**config.mk**
```make
export PLATFORM = sky130hd
export DESIGN_NAME = program_memory_write_guard
export DESIGN_NICKNAME = d
export VERILOG_FILES = /design/src/hw/pmwg_pkg.sv /design/src/hw/config_shadow_check.sv /design/src/hw/program_memory_write_guard.sv
export SDC_FILE = /design/constraint.sdc
export NUM_CORES = 1
export LEC_CHECK = 0
export BUFFER_PORTS_ARGS = -buffer_cell sky130_fd_sc_hd__clkbuf_2
export CORE_ASPECT_RATIO = 0.7
export CORE_MARGIN = 2
export CORE_UTILIZATION = 51
export CTS_BUF_LIST = sky130_fd_sc_hd__clkbuf_2 sky130_fd_sc_hd__clkbuf_4 sky130_fd_sc_hd__clkbuf_8
export DETAILED_ROUTE_END_ITERATION = 8
export PLACE_DENSITY = 0.86
export SETUP_SLACK_MARGIN = 0.15
export SLEW_MARGIN = 10
export SYNTH_ARGS = -nofsm -noshare
export SYNTH_HDL_FRONTEND = slang
export SYNTH_SLANG_ARGS = --single-unit
```
**constraint.sdc**
```tcl
create_clock -name clk -period 2.85 [get_ports clk]
set_input_delay 0.4275 -clock clk [delete_from_list [all_inputs] [get_ports clk]]
set_output_delay 0.4275 -clock clk [all_outputs]
set_load 0.05 [all_outputs]
```
**src/hw/pmwg_pkg.sv**
```systemverilog
// Constants and types for the program memory write guard
package pmwg_pkg;
   localparam int ADDR_W        = 24;
   localparam int PAGE_SHIFT    = 9;
   localparam int PG_W          = ADDR_W - PAGE_SHIFT;
   localparam int BP_W          = 8;
   localparam int NUM_PAGES_DEF = 256;
   localparam int CFG_W         = 13;
   localparam int DATA_W        = 32;
   localparam int RA_W          = 4;
   localparam int NUM_EV        = 3;

   // Register offsets
   localparam logic [RA_W-1:0] REG_STATUS = 4'h0;
   localparam logic [RA_W-1:0] REG_MASK   = 4'h4;
   localparam logic [RA_W-1:0] REG_CFG    = 4'h8;
   localparam logic [RA_W-1:0] REG_BLKADR = 4'hC;

   // Status and mask bit positions
   localparam int EV_INT_BLK = 0;
   localparam int EV_EXT_BLK = 1;
   localparam int EV_PARITY  = 2;

   // Reset values
   localparam logic [CFG_W-1:0]  CFG_RST    = 13'h1FFF;
   localparam logic [NUM_EV-1:0] STATUS_RST = 3'h0;
   localparam logic [NUM_EV-1:0] MASK_RST   = 3'h0;
   localparam logic [ADDR_W-1:0] BLKADR_RST = 24'h000000;

   typedef enum logic [1:0] {
      OP_INT_WRITE = 2'b00,
      OP_INT_ERASE = 2'b01,
      OP_EXT_READ  = 2'b10,
      OP_EXT_WRITE = 2'b11
   } op_t;

   typedef struct packed {
      logic              valid;
      op_t               op;
      logic [ADDR_W-1:0] addr;
   } nvm_req_t;

   typedef struct packed {
      logic valid;
      logic grant;
      logic interlock;
   } nvm_resp_t;

   typedef struct packed {
      logic            globalCodeProtect;
      logic            globalWriteProtect;
      logic            segmentProtectDisable;
      logic            segmentDirection;
      logic            lastPageProtect;
      logic [BP_W-1:0] segmentBoundaryPage;
   } cfg_t;
endpackage : pmwg_pkg

```
**src/hw/config_shadow_check.sv**
```systemverilog
// Configuration cells with complemented shadow and continuous compare
`timescale 1ns/1ps
module config_shadow_check #(
   parameter int             W       = 13,
   parameter logic [W-1:0]   RST_VAL = '1
) (
   // Clock and reset
   input  logic         clk,
   input  logic         rst,
   // Load from configuration words
   input  logic         load,
   input  logic [W-1:0] loadVal,
   // Cell disruption
   input  logic [W-1:0] upset,
   // Results
   output logic [W-1:0] value,
   output logic         mismatch
);
   logic [W-1:0] cell_ff;
   logic [W-1:0] shadow_ff;
   logic [W-1:0] bitErr;
   logic         err_ff;

   always_ff @(posedge clk) begin
      if (rst) begin
         cell_ff <= RST_VAL;
      end else if (load) begin
         cell_ff <= loadVal;
      end else begin
         cell_ff <= cell_ff ^ upset;
      end
   end

   always_ff @(posedge clk) begin
      if (rst) begin
         shadow_ff <= ~RST_VAL;
      end else if (load) begin
         shadow_ff <= ~loadVal;
      end
   end

   // Per-bit compare of cell and shadow
   for (genvar i = 0; i < W; i++) begin : g_cmp
      assign bitErr[i] = (cell_ff[i] == shadow_ff[i]);
   end

   always_ff @(posedge clk) begin
      if (rst) begin
         err_ff <= 1'b0;
      end else begin
         err_ff <= |bitErr;
      end
   end

   assign value    = cell_ff;
   assign mismatch = err_ff;
endmodule : config_shadow_check

```
**src/hw/program_memory_write_guard.sv**
```systemverilog
// Program memory access guard with segment and global protection
//
// The strobed register port and the address map were decided locally.
`timescale 1ns/1ps
module program_memory_write_guard #(
   parameter int NUM_PAGES = pmwg_pkg::NUM_PAGES_DEF
) (
   // Clock and reset
   input  logic                            clk,
   input  logic                            rst,
   // Register port
   input  logic [pmwg_pkg::RA_W-1:0]       regAddr,
   input  logic [pmwg_pkg::DATA_W-1:0]     regWdata,
   input  logic                            regWr,
   input  logic                            regRd,
   output logic [pmwg_pkg::DATA_W-1:0]     regRdata,
   // Configuration word load
   input  logic                            cfgLoad,
   input  pmwg_pkg::cfg_t                  cfgWord,
   input  logic [pmwg_pkg::CFG_W-1:0]      cfgUpset,
   // Access request and answer
   input  pmwg_pkg::nvm_req_t              req,
   output pmwg_pkg::nvm_resp_t             resp,
   // Device reset and interrupt
   output logic                            devResetReq,
   output logic                            irq
);
   import pmwg_pkg::*;

   localparam logic [PG_W-1:0] LAST_PAGE = PG_W'(NUM_PAGES - 1);

   // Configuration state
   cfg_t                cfgNow;
   logic [CFG_W-1:0]    cfgBits;
   logic                parityErr;

   // Decision terms
   logic [PG_W-1:0]     reqPage;
   logic [PG_W-1:0]     bpPage;
   logic                isExt;
   logic                isWr;
   logic                segHit;
   logic                lastHit;
   logic                intBlock;
   logic                extBlock;
   logic                allow;

   // Registers
   nvm_resp_t           resp_ff;
   logic [NUM_EV-1:0]   status_ff;
   logic [NUM_EV-1:0]   nxt_status;
   logic [NUM_EV-1:0]   mask_ff;
   logic [NUM_EV-1:0]   nxt_mask;
   logic [NUM_EV-1:0]   evSet;
   logic [ADDR_W-1:0]   blkAddr_ff;
   logic                irq_ff;
   logic [DATA_W-1:0]   rdata_ff;
   logic                statClr;

   // Shadowed configuration cells
   config_shadow_check #(
      .W       (CFG_W),
      .RST_VAL (CFG_RST)
   ) u_cfg (
      .clk      (clk),
      .rst      (rst),
      .load     (cfgLoad),
      .loadVal  (cfgWord),
      .upset    (cfgUpset),
      .value    (cfgBits),
      .mismatch (parityErr)
   );

   assign cfgNow = cfg_t'(cfgBits);

   // Protection decision
   always_comb begin
      reqPage = req.addr[ADDR_W-1:PAGE_SHIFT];
      bpPage  = {{(PG_W-BP_W){1'b0}}, cfgNow.segmentBoundaryPage};
      isExt   = (req.op == OP_EXT_READ) || (req.op == OP_EXT_WRITE);
      isWr    = (req.op != OP_EXT_READ);
      segHit  = 1'b0;
      if (!cfgNow.segmentProtectDisable) begin
         if (cfgNow.segmentDirection) begin
            segHit = (reqPage >= bpPage);
         end else begin
            segHit = (reqPage <= bpPage);
         end
      end
      lastHit = !cfgNow.segmentProtectDisable &&
                !cfgNow.lastPageProtect &&
                (reqPage == LAST_PAGE);
      intBlock = !cfgNow.globalWriteProtect ||
                 segHit || lastHit;
      extBlock = cfgNow.globalCodeProtect;
      allow    = isExt ? !extBlock : !intBlock;
   end

   // Answer, one cycle after the request
   always_ff @(posedge clk) begin
      if (rst) begin
         resp_ff <= '0;
      end else begin
         resp_ff.valid     <= req.valid;
         resp_ff.grant     <= req.valid && allow;
         resp_ff.interlock <= req.valid && allow && isWr;
      end
   end

   // Address of the last refused request
   always_ff @(posedge clk) begin
      if (rst) begin
         blkAddr_ff <= BLKADR_RST;
      end else if (req.valid && !allow) begin
         blkAddr_ff <= req.addr;
      end
   end

   // Event detection
   always_comb begin
      evSet             = '0;
      evSet[EV_INT_BLK] = req.valid && !isExt && !allow;
      evSet[EV_EXT_BLK] = req.valid && isExt && !allow;
      evSet[EV_PARITY]  = parityErr;
   end

   assign statClr = regRd && (regAddr == REG_STATUS);

   // Sticky status, set wins over read clear
   always_comb begin
      nxt_status = evSet | (status_ff & {NUM_EV{!statClr}});
   end

   always_ff @(posedge clk) begin
      if (rst) begin
         status_ff <= STATUS_RST;
      end else begin
         status_ff <= nxt_status;
      end
   end

   // Interrupt mask
   always_comb begin
      nxt_mask = mask_ff;
      if (regWr && (regAddr == REG_MASK)) begin
         nxt_mask = regWdata[NUM_EV-1:0];
      end
   end

   always_ff @(posedge clk) begin
      if (rst) begin
         mask_ff <= MASK_RST;
      end else begin
         mask_ff <= nxt_mask;
      end
   end

   // Interrupt output
   always_ff @(posedge clk) begin
      if (rst) begin
         irq_ff <= 1'b0;
      end else begin
         irq_ff <= |(nxt_status & nxt_mask);
      end
   end

   // Read data, valid only the cycle after a read
   always_ff @(posedge clk) begin
      if (rst) begin
         rdata_ff <= '0;
      end else if (regRd) begin
         case (regAddr)
            REG_STATUS: rdata_ff <= DATA_W'(status_ff);
            REG_MASK:   rdata_ff <= DATA_W'(mask_ff);
            REG_CFG:    rdata_ff <= DATA_W'(cfgBits);
            REG_BLKADR: rdata_ff <= DATA_W'(blkAddr_ff);
            default:    rdata_ff <= '0;
         endcase
      end else begin
         rdata_ff <= '0;
      end
   end

   assign regRdata    = rdata_ff;
   assign resp        = resp_ff;
   assign devResetReq = parityErr;
   assign irq         = irq_ff;
endmodule : program_memory_write_guard

```
* After elaboration in Yosys (flattened, before gate mapping)
Index checks and enable logic that the tools add are counted.
** Storage, ports and cells
- Register bits after elaboration :: 93
- Input bits :: 94
- Word-level logic and storage cells :: 71
- Output and inout port bits :: 37
** Operators by class
- Bitwise gates (word level) :: 6
- Equal/unequal tests :: 20
- Reductions and logical operators :: 26
- Order comparisons :: 2
- Mux-type cells :: 6
** Operators with widths (number)
- $pmux 24 s4 :: 1
- $eq 15x8->1 const B :: 1
- $ge 15x8->1 :: 1
- $le 15x8->1 :: 1
- $eq 1x1->1 :: 13
- $mux 13 :: 1
- $not 13->13 :: 1
- $reduce_or 13->1 :: 1
- $xor 13x13->13 :: 1
- $logic_and 1x1->1 :: 11
- $eq 4x4->1 const B :: 2
- $logic_not 1->1 :: 8
- $and 3x3->3 :: 2
- $eq 2x2->1 const B :: 2
- $eq 4x3->1 const B :: 1
- $logic_not 4->1 :: 1
- $logic_or 1x1->1 :: 3
- $mux 1 :: 3
- $mux 3 :: 1
- $or 3x3->3 :: 1
- $reduce_or 3->1 :: 1
- $ne 2x2->1 const B :: 1
- $reduce_or 2->1 :: 1
- $not 1->1 :: 1

* Logic depth before layout (Yosys ltp)
Gate-level depths: netlist of run 1.
- Word-level depth :: 12
- Gate-level depth with buffers :: 10

* By module
From an unflattened synthesis of run 1, not the netlist that was laid out.
** Unflattened totals
- Cell total of the unflattened synthesis :: 391
- Area, all modules :: 3761.1 sq um
** Modules (own cells, without submodules)
- program_memory_write_guard :: instances 1, area each 2521.2 sq um, cells an instance 275
- config_shadow_check :: instances 1, area each 1239.9 sq um, cells an instance 116

* Worst setup path before layout of run 1
No wires, ideal clock.
- Path type :: input -> register
- Start :: input req[20] (netlist name)
- End :: register blkAddr_ff[0]
- Setup time :: 0.072 ns
- Setup slack :: 0.723 ns
- Data arrival time :: 2.056 ns
- Cell stages on the path :: 6
- Path buffers :: 1
- Cell sequence :: nor4_1 > nand2_1 > or4_4 > a31oi_4 > buf_12 > mux2i_1
** On the way
- Cells in the longest elaborated chain, start to end :: 9
- Elaborated cells on any way between the ends :: 12
** RTL lines
- start, declared :: line program_memory_write_guard.sv:22 : input pmwg_pkg::nvm_req_t req,
- $le 15x8->1 or $ge 15x8->1 (tied branches) :: line program_memory_write_guard.sv:87, program_memory_write_guard.sv:85
- $mux 1 :: line program_memory_write_guard.sv:84 : if (cfgNow.segmentDirection) begin
- $mux 1 :: line program_memory_write_guard.sv:83 : if (!cfgNow.segmentProtectDisable) begin
- $logic_or 1x1->1 :: line program_memory_write_guard.sv:93 : intBlock = !cfgNow.globalWriteProtect ||
- $logic_or 1x1->1 (*) :: line program_memory_write_guard.sv:94 : segHit || lastHit;
- $logic_not 1->1 (*) :: line program_memory_write_guard.sv:96 : allow = isExt ? !extBlock : !intBlock;
- $mux 1 (*) :: line program_memory_write_guard.sv:96
- $logic_not 1->1 (*) :: line program_memory_write_guard.sv:114 : end else if (req.valid && !allow) begin
- $logic_and 1x1->1 (*) :: line program_memory_write_guard.sv:114
- end signal, assigned :: line program_memory_write_guard.sv:115 : blkAddr_ff <= req.addr;
- end, declared :: line program_memory_write_guard.sv:55 : logic [ADDR_W-1:0] blkAddr_ff;
Mark *: on every way between the ends. The rest lies on a longest branch, timed or not.
A chain may end at the register's enable or synchronous reset.

* Final worst setup path of run 1
- Start :: register u_cfg.cell_ff[2] (netlist: u_cfg.value[2])
- End :: register blkAddr_ff[6]
** On the way
- Cells in the longest elaborated chain, start to end :: 9
- Elaborated cells on any way between the ends :: 10
** RTL lines
- start, declared :: line config_shadow_check.sv:19 : logic [W-1:0] cell_ff;
- start signal, assigned :: line config_shadow_check.sv:28 : cell_ff <= loadVal;
- start signal, assigned :: line config_shadow_check.sv:30 : cell_ff <= cell_ff ^ upset;
- $le 15x8->1 or $ge 15x8->1 (tied branches) :: line program_memory_write_guard.sv:87, program_memory_write_guard.sv:85
- $mux 1 (*) :: line program_memory_write_guard.sv:84
- $mux 1 (*) :: line program_memory_write_guard.sv:83
- $logic_or 1x1->1 (*) :: line program_memory_write_guard.sv:93
- $logic_or 1x1->1 (*) :: line program_memory_write_guard.sv:94
- $logic_not 1->1 (*) :: line program_memory_write_guard.sv:96
- $mux 1 (*) :: line program_memory_write_guard.sv:96
- $logic_not 1->1 (*) :: line program_memory_write_guard.sv:114
- $logic_and 1x1->1 (*) :: line program_memory_write_guard.sv:114
Marked as above.

==> impl_metrics.py, run 1 <==
metrics = {
    "run_status": {
        "status": "complete, no violations",
    },
    "sta": {
        "worst_slack_ns": 0.396,
        "slew_violations": 0,
        "max_freq_mhz": 407,
        "tns_ns": 0,
        "finalHoldViolations": 0,
        "final.min_clock_period_ns": 2.45,
        "slew_headroom": 0.413,
        "worst_pin_slew_ns": 0.881,
        "setup_viol": 0,
        "rsz0062_at_grt": "no",
        "period_share": 0.861,
        "whs_ns": 0.258,
        "fin_skew_ns": 0.00596,
    },
    "clocking": {
        "clk_latency_ns": 0.36,
        "cts_buffers": 9,
        "tritoncts": "yes",
        "cts-resized-gates": 0,
        "clock-sinks": 85,
        "postCtsSetupRepairBufs": 0,
        "cts_root_buffer": "clkbuf_8",
        "clkTransAtPathRegs_ns": 0.08,
        "clockBufferDepth": 2,
        "htree_num_levels": 3,
        "postCtsHoldBufs": 0,
    },
    "synth": {
        "synthTopCellsByArea": "dfxtp_1, mux2i_1, nand2_1",
        "ys_types": 38,
        "yosysSeqAreaShare": 0.463,
        "yosys_warnings": 0,
        "synth.cell_area_mm2": 0.00367,
        "ys_ff_latch": 85,
        "yosys.area.top_type": "dfxtp_1",
        "synth_top_area_frac": 0.463,
        "syn_avg_cell_area_um2": 9.46,
        "netlist_instances": 388,
    },
    "finish": {
        "n_antenna_cell": 0,
        "layout.cells.non_filler": 574,
        "fill_cells": 545,
        "drive_gt1_frac": 0.244,
        "final_common_cell": "clkbuf_2",
        "nets": 577,
        "layout_common_cells": "clkbuf_2, dfxtp_1, nand2_1",
        "final_cell_area_mm2": 0.00440,
        "syn_to_final_growth_pct": 19.8,
        "fin_util": 0.642,
    },
    "critical_path": {
        "cp-startpoint": "u_cfg.value[2]",
        "crit_fanout": 21,
        "arrival_ns": 2.74,
        "endpoint_kind": "register",
        "worstPathRequired_ns": 3.14,
        "crit_type": "register to register",
        "r2r-start": "u_cfg.value[2]",
        "startpoint_type": "register",
    },
    "placement": {
        "placed_area_mm2": 0.00416,
        "dp_hpwl_um": 6310,
        "numPortBuffers": 93,
        "place_inst": 558,
        "gp_congestion": 0.950,
        "dp_slack_ns": 0.329,
    },
    "power_and_ir_drop": {
        "switching_share": 0.256,
        "p_seq_frac": 0.486,
        "combPwrFrac": 0.135,
        "p_sw_mw": 0.685,
        "p_int_mw": 2.00,
        "ir_drop_v": 0.000382,
        "power_mw": 2.68,
        "power.density_mw_per_mm2": 609,
        "p_leak_nw": 2.01,
        "pwr-share-clk": 0.379,
    },
    "route": {
        "drtAntennaViolNets": 0,
        "dr.pass1.iters": 4,
        "vias": 2950,
        "routed_wl_um": 8440,
        "drt_iter0_markers": 187,
        "wl_per_cell_um": 14.7,
        "drc": 0,
        "routed_via_density": 5.14,
    },
    "die": {
        "dieArea_mm2": 0.00791,
        "top_level_ports": 131,
        "fp.dieH_um": 75.0,
        "core-area_mm2": 0.00685,
        "fp.dieW_um": 105,
        "placementRows": 25,
        "initial_utilization": 0.536,
    },
    "global_route": {
        "grt_pass1_wl_um": 13400,
        "grt_usage": 0.221,
        "antenna_found_initial": 0,
        "grt.overflow.total": 0,
        "grt_max_degree": 40,
        "grt_pass1_vias": 2844,
    },
    "hold_path": {
        "hp-class": "primary input to register",
        "min_from": "cfgWord[0]",
    },
    "run": {
        "cap_viol_max_count": 0,
    },
}
==> per-layer routing <==
layer  track usage  wire length, um  vias up
li1              -                -     1480
met1         0.286             3980     1358
met2         0.353             3700       99
met3        0.0840              635       13
met4        0.0593              122        0
met5             0                0        -
==> worst paths after layout <==
path / cells past startpoint / end / slack, ns
setup / recovery: 10 / blkAddr_ff[6] / 0.40
hold / removal: 2 / u_cfg.shadow_ff[0] / 0.26
setup reg to reg: 10 / blkAddr_ff[6] / 0.40
hold reg to reg: 2 / blkAddr_ff[17] / 0.46
==> cell families (layout without fill, tap and decap cells) <==
kind of cell / after synthesis / count (layout) / share of synthesized area
other: 1 / 8 / 0.00102
adders and majority gates: 8 / 8 / 0.0273
DFF: 85 / 85 / 0.463
xor gates and xnor gates: 27 / 27 / 0.0644
AOI/OAI and AO/OA: 39 / 39 / 0.0831
and+or+nand+nor: 146 / 146 / 0.180
buffers and inverters: 37 / 122 / 0.0549
muxes: 45 / 45 / 0.126
==> worst max-delay path: stages, from the launching register on <==
cell      delay [ns]
dfxtp_1         0.46
inv_1           0.07
ha_1            0.31
nand2_1         0.06
nor2_1          0.09
a211oi_1        0.06
o311ai_1        0.32
xor2_1          0.20
a31oi_4         0.33
buf_12          0.25
mux2i_1         0.22
==> sequential cells by signal (all words and copies together), names as in the netlist <==
signal           count
blkAddr_ff          24
mask_ff              3
irq                  1
resp                 3
u_cfg.mismatch       1
regRdata            24
u_cfg.value         13
status_ff            3
u_cfg.shadow_ff     13
==> power groups by stage <==
stage                     sequential (mW)  combinational (mW)  clock, mW
after floorplan                      1.33               0.253          0
after detailed placement             1.33               0.359          0
after global routing                 1.31               0.398       1.07
final                                1.30               0.361       1.02
after CTS                            1.30               0.361       1.03
after global placement               1.33               0.345          0
==> Yosys cell counts <==
library cell,number
or4_4,1
nand2_1,66
conb_1,1
o21ai_0,2
or3_1,3
nor4_1,3
nand4b_1,1
inv_1,8
nor3_1,6
dfxtp_1,85
a211oi_1,16
nand4_1,4
mux2i_1,44
and3_1,2
nor2b_1,4
mux4_2,1
nand3_1,3
nand3b_1,4
ha_1,8
a32o_1,1
a41oi_1,1
inv_2,1
a21oi_1,3
a31oi_4,1
xnor2_1,7
o311ai_1,1
and2_1,12
buf_1,2
nor2_1,36
a32oi_1,1
buf_12,2
nor3b_1,1
xor2_1,20
clkbuf_1,16
buf_4,8
o22a_1,2
a22oi_1,10
a311o_1,1
==> final cells by class <==
| type | count | area, um^2 | share of cell area |
|---|---|---|---|
| Clock buffer | 10 | 131 | 0.0299 |
| Clock inverter | 6 | 111 | 0.0253 |
| Inverter | 9 | 33.8 | 0.00768 |
| Multi-Input combinational cell | 273 | 1800 | 0.408 |
| Sequential cell | 85 | 1700 | 0.387 |
| Tap cell | 94 | 118 | 0.0267 |
| Timing Repair Buffer | 97 | 508 | 0.115 |
Note: power is estimated with default switching activity, not from simulation.
==> run 2, diff against run 1 <==
--- a/config.mk
+++ b/config.mk
@@ -5,7 +5,7 @@
 export SDC_FILE = /design/constraint.sdc
 export NUM_CORES = 1
 export LEC_CHECK = 0
-export BUFFER_PORTS_ARGS = -buffer_cell sky130_fd_sc_hd__clkbuf_2
+export BUFFER_PORTS_ARGS = -buffer_cell sky130_fd_sc_hd__buf_2
 export CORE_ASPECT_RATIO = 0.7
 export CORE_MARGIN = 2
 export CORE_UTILIZATION = 51
==> run 2 against run 1 <==
- sequential share of layout area up 0.41 points
- clock skew down 0.0017 ns
- first-iteration DRC count up 19%
- final cell count unchanged
- sequential power about the same
- maximum frequency down 3.2%
- critical endpoint is now blkAddr_ff[22]
- critical path depth unchanged
- global-route usage up 0.83 points
- critical path type unchanged
- design area down 1.1%
- combinational power up 1%
==> impl_metrics.py, run 2 (synthesis results as in run 1) <==
metrics = {
    "sta": {
        "slew_headroom": 0.473,
        "worst_pin_slew_ns": 0.791,
        "setup_viol": 0,
        "slew_violations": 0,
        "rsz0062_at_grt": "no",
        "finalHoldViolations": 0,
        "final.min_clock_period_ns": 2.54,
        "max_freq_mhz": 394,
        "fin_skew_ns": 0.00424,
        "whs_ns": 0.267,
        "period_share": 0.890,
        "worst_slack_ns": 0.314,
        "tns_ns": 0,
    },
    "clocking": {
        "clkTransAtPathRegs_ns": 0.08,
        "cts-resized-gates": 0,
        "cts_root_buffer": "clkbuf_8",
        "postCtsHoldBufs": 0,
        "clk_latency_ns": 0.35,
        "cts_buffers": 9,
        "tritoncts": "yes",
        "postCtsSetupRepairBufs": 0,
        "htree_num_levels": 3,
        "clock-sinks": 85,
        "clockBufferDepth": 2,
    },
    "placement": {
        "dp_hpwl_um": 6370,
        "placed_area_mm2": 0.00416,
        "numPortBuffers": 93,
        "gp_congestion": 0.859,
        "dp_slack_ns": 0.272,
    },
    "route": {
        "drtAntennaViolNets": 0,
        "wl_per_cell_um": 15.1,
        "routed_wl_um": 8670,
        "dr.pass1.iters": 6,
        "drc": 0,
        "routed_via_density": 5.29,
        "drt_iter0_markers": 223,
        "vias": 3035,
    },
    "critical_path": {
        "crit_path_top_delay_cell": "dfxtp_1",
        "cp.depth": 10,
        "arrival_ns": 2.81,
        "endpoint_kind": "register",
        "crit_fanout": 21,
        "path_cells": "inv_1, ha_1, nand2_1, nor2_1, a211oi_1, o311ai_1, xor2_1, a31oi_4, buf_12, mux2i_1",
        "max_stage_delay_ns": 0.47,
        "r2r_cells": 10,
        "worst-path-buf-inv": 2,
        "startpoint_type": "register",
        "critPathTopFamily": "compound AO/OA/AOI/OAI gates",
        "crit_type": "register to register",
        "worstPathRequired_ns": 3.12,
    },
    "finish": {
        "multi_input_area_mm2": 0.00180,
        "layout_common_cells": "buf_2, dfxtp_1, nand2_1",
        "syn_to_final_growth_pct": 18.5,
        "fill_cells": 588,
        "nets": 577,
        "final_cell_area_mm2": 0.00435,
        "seqCellArea_mm2": 0.00170,
        "final_common_cell": "buf_2",
        "drive_gt1_frac": 0.244,
        "n_antenna_cell": 0,
    },
    "global_route": {
        "grt_usage": 0.229,
        "antenna_found_initial": 0,
        "grt_max_degree": 51,
        "grt_pass1_wl_um": 14000,
        "grt_pass1_vias": 2881,
        "grt.overflow.total": 0,
    },
    "die": {
        "core-area_mm2": 0.00685,
        "initial_utilization": 0.536,
        "fp.dieW_um": 105,
        "fp.dieH_um": 75.0,
        "top_level_ports": 131,
        "dieArea_mm2": 0.00791,
        "placementRows": 25,
    },
    "power_and_ir_drop": {
        "p_leak_nw": 2.00,
        "power.density_mw_per_mm2": 572,
        "ir_drop_v": 0.000393,
    },
    "hold_path": {
        "hp-class": "primary input to register",
        "worstHoldPathCells": 2,
    },
    "run_status": {
        "status": "complete, no violations",
    },
    "run": {
        "cap_viol_max_count": 0,
    },
}
run 2: per-stage QoR:
step,utilization,power (mW),std cells
after CTS,0.635,2.51,574
after detailed placement,0.607,1.69,558
final,0.635,2.49,574
after floorplan,-,1.58,395
after global placement,0.607,1.67,558
after global routing,0.635,2.60,574
run 2: worst paths after layout:
path	startpoint	endpoint	slack [ns]
worst min-delay path	cfgWord[10]	u_cfg.shadow_ff[10]	0.27
worst max register to register	u_cfg.value[2]	blkAddr_ff[22]	0.31
worst min register to register	blkAddr_ff[23]	blkAddr_ff[23]	0.46
worst max-delay path	u_cfg.value[2]	blkAddr_ff[22]	0.31
run 2: worst reg2reg max path: stages (launching register included):
cell and delay (ns):
dfxtp_1 0.47, inv_1 0.08, ha_1 0.33, nand2_1 0.07, nor2_1 0.08, a211oi_1 0.06, o311ai_1 0.35, xor2_1 0.22
a31oi_4 0.32, buf_12 0.24, mux2i_1 0.24
run 2: per-layer routing:
metal / up-vias / global-route usage / wire (um)
met5: - / 0 / 0
li1: 1479 / - / -
met3: 12 / 0.0857 / 867
met2: 147 / 0.369 / 3850
met4: 0 / 0.0474 / 63
met1: 1397 / 0.301 / 3890
run 2: where the power goes:
part	total (mW)	internal [mW]	switching (mW)
logic	0.365	0.154	0.211
registers	1.30	1.25	0.0536
clock network	0.822	0.409	0.413
total	2.49	1.81	0.677
run 2: final cells by class:
| class | instances | area share |
|---|---|---|
| Clock buffer | 13 | 0.0411 |
| Clock inverter | 3 | 0.00402 |
| Inverter | 9 | 0.00776 |
| Multi-Input combinational cell | 273 | 0.412 |
| Sequential cell | 85 | 0.391 |
| Tap cell | 94 | 0.0270 |
| Timing Repair Buffer | 97 | 0.117 |
